File: src/rtl/mmts_defines.vh
`ifndef MMTS_DEFINES_VH
`define MMTS_DEFINES_VH

// Register indices; byte address is four times the index
`define IDX_MOD_STATUS 10'h000d
`define IDX_XFER_CTRL 10'h000e
`define IDX_SIZE_CODE 10'h000f
`define IDX_IRQ_STATUS 10'h0010
`define IDX_IRQ_MASK 10'h0011

// Module status word fields
`define ST_PRESENT 0
`define ST_CLOCK 1
`define ST_WPROT 2
`define ST_TYPE_LO 4
`define ST_TYPE_HI 7

// Module type codes
`define TYPE_NONE 4'h0
`define TYPE_EE4K 4'h1
`define TYPE_EE8K 4'h2
`define TYPE_EPROM 4'h4

// Transfer control word fields
`define XC_TO_MOD 0
`define XC_TO_CTRL 1
`define XC_CMP 2
`define XC_RESULT 3
`define XC_ERR_PMODE 12
`define XC_ERR_WPROT 13
`define XC_ERR_CAP 14
`define XC_ERR_NOPROG 15

// Capacities in words, header word included
`define CAP_NONE 16'h0000
`define CAP_4K 16'h1000
`define CAP_8K 16'h2000
`define CAP_CTRL 16'h1000

// Program size codes and threshold (zero length gets the none code, other lengths below 3.2K words the 3.2K code, all others 7.2K)
`define LIM_3K2 16'h0ccd
`define SZ_NONE 8'h00
`define SZ_3K2 8'h04
`define SZ_7K2 8'h08

// Interrupt status bits
`define IRQ_DONE 0
`define IRQ_REFUSED 1
`define IRQ_INSERTED 2
`define IRQ_BITS 3

// Power-up settle count before the strap levels are caught
`define BOOT_CYCLES 2'h3

// Operations
`define OP_TO_MOD 2'h0
`define OP_TO_CTRL 2'h1
`define OP_CMP 2'h2

`define HTRANS_NONSEQ_BIT 1
`define PIN_COUNT 5

`endif

File: src/rtl/memory_module_transfer_status.v
// Function
// - Bit 0 set if module found at power-up
// - Bit 1 set when module has clock
// - Bit 2 set for protected EEPROM or EPROM
// - Bits 4-7 carry module type code
// - Control bit 0 copies controller to module
// - Control bit 1 copies module to controller
// - Bit 2 high during compare, then clears
// - Bit 3 flags mismatch or impossible compare
// - Bit 12 flags refusal in programming mode
// - Bit 13 flags write protected destination
// - Bit 14 flags too little destination capacity
// - Bit 15 flags empty module on upload
// - Bits 0-7 give module program size code
// - Bits 8-15 give controller program size code
//
// Local design decision: the AHB-Lite slave port.
`timescale 1ns/1ps
`include "mmts_defines.vh"

module memory_module_transfer_status (
    input wire clk_sys,
    input wire rst,
    input wire hsel,
    input wire [31:0] haddr,
    input wire [1:0] htrans,
    input wire hwrite,
    input wire [2:0] hsize,
    input wire [31:0] hwdata,
    input wire hready,
    output wire hreadyout,
    output wire hresp,
    output wire [31:0] hrdata,
    output wire irq,
    input wire prog_mode,
    input wire [15:0] ctrl_prog_len,
    output wire ctrl_rd,
    output wire ctrl_wr,
    output wire [15:0] ctrl_addr,
    output wire [15:0] ctrl_wdata,
    input wire [15:0] ctrl_rdata,
    input wire mod_detect,
    input wire mod_has_clock,
    input wire mod_wp,
    input wire mod_eprom,
    input wire mod_8k,
    output wire mem_req,
    output wire mem_we,
    output wire [15:0] mem_addr,
    output wire [15:0] mem_wdata,
    input wire [15:0] mem_rdata,
    input wire mem_ack
);

    localparam [2:0] S_BOOT = 3'h0;
    localparam [2:0] S_PROBE = 3'h1;
    localparam [2:0] S_IDLE = 3'h2;
    localparam [2:0] S_CRD = 3'h3;
    localparam [2:0] S_CDAT = 3'h4;
    localparam [2:0] S_MEM = 3'h5;
    localparam [2:0] S_CWR = 3'h6;
    localparam [2:0] S_NEXT = 3'h7;

    // Module pins, two-stage synchronised
    wire [`PIN_COUNT-1:0] pin_raw;
    reg [`PIN_COUNT-1:0] pin_meta_r;
    reg [`PIN_COUNT-1:0] pin_sync_r;
    assign pin_raw = {mod_8k, mod_eprom, mod_wp, mod_has_clock, mod_detect};

    genvar gi;
    generate
        for (gi = 0; gi < `PIN_COUNT; gi = gi + 1) begin : g_sync
            always @(posedge clk_sys) begin
                if (rst) begin
                    pin_meta_r[gi] <= 1'b0;
                    pin_sync_r[gi] <= 1'b0;
                end else begin
                    pin_meta_r[gi] <= pin_raw[gi];
                    pin_sync_r[gi] <= pin_meta_r[gi];
                end
            end
        end
    endgenerate

    wire det_s = pin_sync_r[0];
    wire clk_s = pin_sync_r[1];
    wire wp_s = pin_sync_r[2];
    wire eprom_s = pin_sync_r[3];
    wire big_s = pin_sync_r[4];

    reg [2:0] state_r;
    reg [1:0] boot_cnt_r;
    reg present_r;
    reg [3:0] type_r;
    reg det_prev_r;
    reg [15:0] mod_len_r;
    reg [1:0] op_r;
    reg [15:0] idx_r;
    reg [15:0] len_r;
    reg [15:0] buf_r;
    reg mismatch_r;
    reg result_r;
    reg [3:0] err_r;
    reg [`IRQ_BITS-1:0] irq_st_r;
    reg [`IRQ_BITS-1:0] irq_mask_r;

    // Bus pipeline
    reg aph_valid_r;
    reg aph_write_r;
    reg [9:0] aph_idx_r;
    reg rd_pend_r;
    reg [31:0] hrdata_r;

    // Present and type are caught once, after power-up settles
    wire eprom_fit = present_r && (type_r == `TYPE_EPROM);
    wire wprot = present_r && (eprom_fit || wp_s);
    wire clock_ok = present_r && clk_s;
    wire [15:0] mod_cap = !present_r ? `CAP_NONE :
                          (type_r == `TYPE_EE4K) ? `CAP_4K : `CAP_8K;
    wire busy = (state_r != S_IDLE) && (state_r != S_BOOT) && (state_r != S_PROBE);

    function [7:0] size_code;
        input [15:0] len;
        begin
            if (len == 16'h0000)
                size_code = `SZ_NONE;
            else if (len < `LIM_3K2)
                size_code = `SZ_3K2;
            else
                size_code = `SZ_7K2;
        end
    endfunction

    wire [15:0] mod_status = {8'h00, type_r, 1'b0, wprot, clock_ok, present_r};
    wire trig_mod = busy && (op_r == `OP_TO_MOD);
    wire trig_ctrl = busy && (op_r == `OP_TO_CTRL);
    wire cmp_run = busy && (op_r == `OP_CMP);
    wire [15:0] xfer_ctrl = {err_r, 8'h00, result_r, cmp_run, trig_ctrl, trig_mod};
    wire [15:0] size_word = {size_code(ctrl_prog_len),
                             size_code(present_r ? mod_len_r : 16'h0000)};

    // Bus decode
    wire aph_take = hsel && htrans[`HTRANS_NONSEQ_BIT] && hready;
    wire wr_now = aph_valid_r && aph_write_r;
    wire wr_ctrl = wr_now && (aph_idx_r == `IDX_XFER_CTRL);
    wire wr_mask = wr_now && (aph_idx_r == `IDX_IRQ_MASK);
    wire rd_irq = rd_pend_r && (aph_idx_r == `IDX_IRQ_STATUS);

    assign hreadyout = !rd_pend_r;
    assign hresp = 1'b0;
    assign hrdata = hrdata_r;
    assign irq = |(irq_st_r & irq_mask_r);

    reg [31:0] rd_mux;
    always @* begin
        case (aph_idx_r)
            `IDX_MOD_STATUS: rd_mux = {16'h0000, mod_status};
            `IDX_XFER_CTRL: rd_mux = {16'h0000, xfer_ctrl};
            `IDX_SIZE_CODE: rd_mux = {16'h0000, size_word};
            `IDX_IRQ_STATUS: rd_mux = {29'h0000_0000, irq_st_r};
            `IDX_IRQ_MASK: rd_mux = {29'h0000_0000, irq_mask_r};
            default: rd_mux = 32'h0000_0000;
        endcase
    end

    // Reads get one wait state so that hrdata comes from a flip-flop
    always @(posedge clk_sys) begin
        if (rst) begin
            aph_valid_r <= 1'b0;
            aph_write_r <= 1'b0;
            aph_idx_r <= 10'h000;
            rd_pend_r <= 1'b0;
            hrdata_r <= 32'h0000_0000;
        end else begin
            rd_pend_r <= 1'b0;
            if (aph_take) begin
                aph_valid_r <= 1'b1;
                aph_write_r <= hwrite;
                aph_idx_r <= haddr[11:2];
                rd_pend_r <= !hwrite;
            end else if (hready) begin
                aph_valid_r <= 1'b0;
            end
            if (aph_take && haddr[31:12] != 20'h0_0000)
                aph_idx_r <= 10'h3ff;
            if (rd_pend_r)
                hrdata_r <= rd_mux;
        end
    end

    // Request decode; one operation at a time, lowest bit wins
    wire req_tm = wr_ctrl && hwdata[`XC_TO_MOD];
    wire req_tc = wr_ctrl && !hwdata[`XC_TO_MOD] && hwdata[`XC_TO_CTRL];
    wire req_cmp = wr_ctrl && !hwdata[`XC_TO_MOD] && !hwdata[`XC_TO_CTRL] && hwdata[`XC_CMP];
    wire accept = (state_r == S_IDLE) && (req_tm || req_tc || req_cmp);

    reg [3:0] refuse;
    always @* begin
        refuse = 4'h0;
        if (req_tm) begin
            if (prog_mode)
                refuse = 4'h1;
            else if (wprot)
                refuse = 4'h2;
            else if (ctrl_prog_len >= mod_cap)
                refuse = 4'h4;
        end else if (req_tc) begin
            if (prog_mode)
                refuse = 4'h1;
            else if (!present_r || mod_len_r == 16'h0000)
                refuse = 4'h8;
            else if (mod_len_r >= `CAP_CTRL)
                refuse = 4'h4;
        end
    end

    wire last_word = (idx_r == len_r);
    wire finish = (state_r == S_NEXT) && last_word;
    wire cmp_fail = accept && req_cmp && !present_r;
    wire ev_done = finish || cmp_fail;
    wire ev_refused = accept && (refuse != 4'h0);
    wire ev_insert = (state_r != S_BOOT) && det_s && !det_prev_r;

    assign ctrl_rd = (state_r == S_CRD);
    assign ctrl_wr = (state_r == S_CWR);
    assign ctrl_addr = idx_r;
    assign ctrl_wdata = buf_r;
    assign mem_req = (state_r == S_MEM) || (state_r == S_PROBE);
    assign mem_we = (state_r == S_MEM) && (op_r == `OP_TO_MOD);
    assign mem_addr = idx_r;
    assign mem_wdata = buf_r;

    always @(posedge clk_sys) begin
        if (rst) begin
            state_r <= S_BOOT;
            boot_cnt_r <= 2'h0;
            present_r <= 1'b0;
            type_r <= `TYPE_NONE;
            det_prev_r <= 1'b0;
            mod_len_r <= 16'h0000;
            op_r <= `OP_TO_MOD;
            idx_r <= 16'h0000;
            len_r <= 16'h0000;
            buf_r <= 16'h0000;
            mismatch_r <= 1'b0;
            result_r <= 1'b0;
            err_r <= 4'h0;
        end else begin
            det_prev_r <= det_s;
            case (state_r)
                S_BOOT: begin
                    boot_cnt_r <= boot_cnt_r + 2'h1;
                    if (boot_cnt_r == `BOOT_CYCLES) begin
                        present_r <= det_s;
                        if (!det_s)
                            type_r <= `TYPE_NONE;
                        else if (eprom_s)
                            type_r <= `TYPE_EPROM;
                        else if (big_s)
                            type_r <= `TYPE_EE8K;
                        else
                            type_r <= `TYPE_EE4K;
                        idx_r <= 16'h0000;
                        state_r <= det_s ? S_PROBE : S_IDLE;
                    end
                end
                S_PROBE: begin
                    // Header word 0 holds the stored program length
                    if (mem_ack) begin
                        mod_len_r <= mem_rdata;
                        state_r <= S_IDLE;
                    end
                end
                S_IDLE: begin
                    if (accept) begin
                        err_r <= refuse;
                        idx_r <= 16'h0000;
                        mismatch_r <= 1'b0;
                        if (req_cmp) begin
                            result_r <= !present_r;
                            op_r <= `OP_CMP;
                            len_r <= ctrl_prog_len;
                            if (present_r)
                                state_r <= S_CRD;
                        end else if (refuse == 4'h0) begin
                            op_r <= req_tm ? `OP_TO_MOD : `OP_TO_CTRL;
                            len_r <= req_tm ? ctrl_prog_len : mod_len_r;
                            state_r <= req_tm ? S_CRD : S_MEM;
                        end
                    end
                end
                S_CRD: begin
                    state_r <= S_CDAT;
                end
                S_CDAT: begin
                    buf_r <= ctrl_rdata;
                    state_r <= S_MEM;
                end
                S_MEM: begin
                    if (mem_ack) begin
                        if (op_r == `OP_TO_CTRL) begin
                            buf_r <= mem_rdata;
                            state_r <= S_CWR;
                        end else begin
                            if (op_r == `OP_CMP && mem_rdata != buf_r)
                                mismatch_r <= 1'b1;
                            state_r <= S_NEXT;
                        end
                    end
                end
                S_CWR: begin
                    state_r <= S_NEXT;
                end
                S_NEXT: begin
                    if (last_word) begin
                        // Leaving busy drops the trigger and compare bits
                        if (op_r == `OP_TO_MOD)
                            mod_len_r <= len_r;
                        if (op_r == `OP_CMP)
                            result_r <= mismatch_r;
                        state_r <= S_IDLE;
                    end else begin
                        idx_r <= idx_r + 16'h0001;
                        state_r <= (op_r == `OP_TO_CTRL) ? S_MEM : S_CRD;
                    end
                end
                default: state_r <= S_IDLE;
            endcase
        end
    end

    // Sticky events; a read clears them, a same-cycle event survives
    wire [`IRQ_BITS-1:0] irq_set = {ev_insert, ev_refused, ev_done};
    always @(posedge clk_sys) begin
        if (rst) begin
            irq_st_r <= {`IRQ_BITS{1'b0}};
            irq_mask_r <= {`IRQ_BITS{1'b0}};
        end else begin
            irq_st_r <= (rd_irq ? {`IRQ_BITS{1'b0}} : irq_st_r) | irq_set;
            if (wr_mask)
                irq_mask_r <= hwdata[`IRQ_BITS-1:0];
        end
    end

endmodule

File: config.mk
export PLATFORM = sky130hd
export DESIGN_NAME = memory_module_transfer_status
export DESIGN_NICKNAME = d
export VERILOG_FILES = /design/src/rtl/memory_module_transfer_status.v
export VERILOG_INCLUDE_DIRS = /design/src /design/src/rtl
export SDC_FILE = /design/constraint.sdc
export NUM_CORES = 1
export LEC_CHECK = 0
export BUFFER_PORTS_ARGS = -buffer_cell sky130_fd_sc_hd__buf_2
export CORE_ASPECT_RATIO = 0.6
export CORE_MARGIN = 2
export CORE_UTILIZATION = 50
export CTS_BUF_LIST = sky130_fd_sc_hd__clkbuf_4
export CTS_CLUSTER_DIAMETER = 120
export DETAILED_ROUTE_END_ITERATION = 10
export PLACE_DENSITY_LB_ADDON = 0.08
export SETUP_SLACK_MARGIN = 0.3
export SLEW_MARGIN = 20
export SYNTH_ARGS = -nofsm -noshare
export SYNTH_HDL_FRONTEND = slang
export SYNTH_SLANG_ARGS = --single-unit
File: constraint.sdc
create_clock -name clk_sys -period 6 [get_ports clk_sys]
set_input_delay 0.3 -clock clk_sys [delete_from_list [all_inputs] [get_ports clk_sys]]
set_output_delay 0.3 -clock clk_sys [all_outputs]
set_load 0.01 [all_outputs]
==> parameters.txt <==
Parameter                              Value

Run status
  Result of the run ... finished clean

Critical path
  Crit path kind ... reg2out
  Highest fanout seen on the critical path ... 22
  Crit. End Element ... primary output
  Endpoint of the worst register-to-register path ... ctrl_addr[6]
  Startpoint type of the worst setup path ... register
  Length in cells of the worst reg-to-reg path ... 6
  Crit path DAT ... 2.77 ns
  Required time worst endpoint ... 5.70 ns
  Setup slack on the worst flop-to-flop path ... 2.99 ns
  Reg-to-reg startpoint ... aph_idx_r[6]

Global routing
  Global-route wire length before repair ... 31400 um
  Total track usage ... 0.277
  Number of antenna violations at the first check in global routing ... 0
  Via count of the first global-routing pass ... 5985
  Global-route congestion overflow total ... 0
  Maximum number of pins on one net before global-route repair ... 114

Power
  Static leakage ... 3.36 nW
  Worst ir drop on vdd ... 0.158 mV
  Power consumption ... 2.04 mW
  Clk pwr share ... 0.309
  Switching part of the total ... 0.344
  Internal power consumption ... 1.34 mW
  Power density over cell area ... 263 nW/um2
  Sequential share of power ... 0.458
  Power spent charging and discharging nets ... 701 uW
  Combinational power share ... 0.233

Layout
  Fin nets ... 1089
  Post-route cell area ... 7750 um2
  Ant diodes ... 0
  Final Util ... 0.599
  Combined area of the multi-input logic cells ... 3630 um2
  Register Area ... 2480 um2
  Post-Layout Cell Count ... 1139
  Fill cell total of the finished layout ... 1196
  Synth-to-layout area growth ... 16.3%
  Fraction of final layout cells with drive strength greater than 1 ... 0.235

Synthesis
  Cells after Synth ... 823
  Portion of synthesized cell area occupied by the leading cell type ... 0.373
  Post-synthesis async set-or-reset flop share ... 0
  Netlist Area Pre-Place ... 6660 um2
  Number of enable-type register cells in the synthesized netlist ... 0
  Average size of a mapped cell ... 8.09 um2
  Flip-flop and latch count after synthesis ... 124
  Share of synthesized area occupied by flip-flops and latches ... 0.373
  Main synth FF type ... sky130_fd_sc_hd__dfxtp_1
  Number of synthesis warnings ... 0
  Cell types with the largest area share after synthesis ... sky130_fd_sc_hd__dfxtp_1 (37%), sky130_fd_sc_hd__nor2_1 (6.0%), sky130_fd_sc_hd__buf_4 (5.9%)
  Library cell with the largest summed area after synthesis ... sky130_fd_sc_hd__dfxtp_1
  Number of distinct standard cells referenced by the synthesized netlist ... 62

Place
  Final RePlAce weighted congestion ... 0.915
  Placed Instances ... 1093
  Detailed Place HPWL ... 14800 um
  Buffers added on ports ... 176
  Post-placement worst setup slack ... 3.04 ns
  Cell area reported after detailed placement ... 7300 um2

Timing
  Setup repair after global routing missed its margin ... no
  Worst Slack Setup Final ... 2.93 ns
  Worst relative slew slack ... 0.433
  Fraction of the cycle the final worst path needs ... 0.512
  Maximum operating frequency ... 325 MHz
  Fin. max-slew vios ... 0
  Count of final setup violators ... 0
  Final Hold Violating Endpoints ... 0
  Post-route minimum period ... 3.07 ns
  Setup total negative slack ... 0 ns
  Transition time of the tightest slew-check pin ... 0.851 ns
  Tightest hold margin ... 0.0399 ns
  Max Clock Skew ... 0.0255 ns

Clocking
  Number of sinks handled by clock tree synthesis ... 124
  Number of buffers added for setup after CTS ... 0
  CTS clk-pin slew, worst paths ... 0.12 ns
  Clock latency at the later pin of the worst-skew pair ... 0.53 ns
  Longest Clk Path Bufs ... 2
  Number of gates given a new drive strength after cts ... 0
  H-tree depth reported by CTS ... 4
  TritonCTS Buffers ... 17
  Clock root cell ... sky130_fd_sc_hd__clkbuf_4
  CTS tree ... yes

Route
  Drt via density ... 5.88
  Vias ... 6702
  Routed WL per cell ... 17.8 um
  DRC viols ... 0
  Routed WL ... 20300 um
  Drt initial violations ... 553
  ANT nets after route ... 0
  1st-pass router iterations ... 7

Job
  Max cap viols ... 0

Floorplan
  Floorplan Core Area ... 12900 um2
  # rows ... 32
  Initial standard-cell utilization of the core ... 0.515
  Overall die width ... 153 um
  Height of the die ... 93.4 um
  Die area ... 14300 um2
  Top Ports ... 232

Hold path
  Path type of the worst min-delay path ... in2reg
  Hold worst-path end ... ctrl_wdata[8]
  Launch point of the worst hold path ... ctrl_rdata[8]
  Hold Path Depth ... 3
[Yosys cell counts, types with 11 or more instances]
cell type and instances:
sky130_fd_sc_hd__nor2_1 106, sky130_fd_sc_hd__nor2b_1 18, sky130_fd_sc_hd__dfxtp_1 124, sky130_fd_sc_hd__nand3_1 38, sky130_fd_sc_hd__a21oi_1 38, sky130_fd_sc_hd__nor4_1 23, sky130_fd_sc_hd__buf_4 52, sky130_fd_sc_hd__nand2_1 76
sky130_fd_sc_hd__a211oi_1 18, sky130_fd_sc_hd__o21ai_0 30, sky130_fd_sc_hd__mux2i_1 25, sky130_fd_sc_hd__clkbuf_1 43, sky130_fd_sc_hd__or4_1 11, sky130_fd_sc_hd__xor2_1 34, sky130_fd_sc_hd__nor3_1 30, sky130_fd_sc_hd__a311oi_1 33
[placed cells by master, fill, tap and decap left out, types with 8 or more instances in the layout]
| cell type | count |
|---|---|
| sky130_fd_sc_hd__dfxtp_1 | 124 |
| sky130_fd_sc_hd__nand2b_1 | 10 |
| sky130_fd_sc_hd__xor2_1 | 34 |
| sky130_fd_sc_hd__buf_4 | 8 |
| sky130_fd_sc_hd__mux2i_1 | 25 |
| sky130_fd_sc_hd__dlygate4sd3_1 | 14 |
| sky130_fd_sc_hd__buf_2 | 175 |
| sky130_fd_sc_hd__nor3_1 | 30 |
| sky130_fd_sc_hd__nand3_1 | 38 |
| sky130_fd_sc_hd__a21oi_1 | 37 |
| sky130_fd_sc_hd__nor4_1 | 23 |
| sky130_fd_sc_hd__nor2_1 | 106 |
| sky130_fd_sc_hd__o21ai_0 | 30 |
| sky130_fd_sc_hd__inv_1 | 8 |
| sky130_fd_sc_hd__or4_1 | 11 |
| sky130_fd_sc_hd__nand4_1 | 10 |
| sky130_fd_sc_hd__nand2_1 | 76 |
| sky130_fd_sc_hd__clkbuf_4 | 17 |
| sky130_fd_sc_hd__a311oi_1 | 33 |
| sky130_fd_sc_hd__conb_1 | 20 |
| sky130_fd_sc_hd__nor2b_1 | 18 |
| sky130_fd_sc_hd__a211oi_1 | 18 |
| sky130_fd_sc_hd__o211ai_1 | 9 |
[layer usage]
layer	vias to the layer above	part of all wire	GRT usage
met5	-	0	0
met4	0	0.0059	0.0486
met3	12	0.10	0.0751
met2	339	0.41	0.393
met1	3178	0.48	0.421
li1	3173	-	-
[power groups by stage]
| stage | registers [mW] | logic [mW] | clock network [mW] |
|---|---|---|---|
| final | 0.933 | 0.476 | 0.631 |
| after global routing | 0.940 | 0.522 | 0.673 |
| after CTS | 0.932 | 0.470 | 0.637 |
| after detailed placement | 0.950 | 0.462 | 0 |
| after global placement | 0.946 | 0.447 | 0 |
| after floorplan | 0.937 | 0.356 | 0 |
[state kept, by name, summed over array words and instances (netlist names), 2 cells and up]
register,count
aph_idx_r,10
mod_len_r,16
hrdata,13
type_r,3
pin_meta_r,5
len_r,16
boot_cnt_r,2
ctrl_wdata,16
irq_st_r,3
state_r,3
irq_mask_r,3
err_r,4
op_r,2
ctrl_addr,16
[cells by family after synthesis]
logic type               synth area share
flip-flops                          0.373
buffers and inverters              0.0954
XOR/XNOR                           0.0460
other                            0.000563
multiplexers                       0.0410
AO/OA/AOI/OAI                       0.173
AND/OR/NAND/NOR                     0.263
adder cells (fa/ha/maj)           0.00752
[what timing repair did]
item,CTS,global route
endpoints found under the hold margin,13,2
hold buffers,12,2
endpoints found under the setup margin,0,0
[critical path, cell delays in order, from the launching register on]
cell                      delay (ns)
sky130_fd_sc_hd__dfxtp_1        0.62
sky130_fd_sc_hd__nor2b_1        0.18
sky130_fd_sc_hd__buf_4          0.28
sky130_fd_sc_hd__nand2_1        0.50
sky130_fd_sc_hd__nor3_1         0.46
sky130_fd_sc_hd__buf_2          0.20
[how the worst max path moves through the flow]
stage	start	cells past startpoint	end
6_report	state_r[0]	5	mem_we
5_1_grt	state_r[0]	5	mem_we
4_1_cts	state_r[0]	5	mem_we
3_5_place_dp	aph_idx_r[6]	6	ctrl_addr[6]
3_3_place_gp	aph_idx_r[6]	6	ctrl_addr[6]
2_1_floorplan	aph_idx_r[6]	10	ctrl_addr[13]
[final cells by class]
type,count,share of cell area
Clock buffer,17,0.0165
Tap cell,170,0.0275
Inverter,8,0.00388
Sequential cell,124,0.320
Clock inverter,15,0.0225
Timing Repair Buffer,198,0.140
Multi-Input combinational cell,607,0.469
Note: power is estimated with default switching activity, not from simulation.
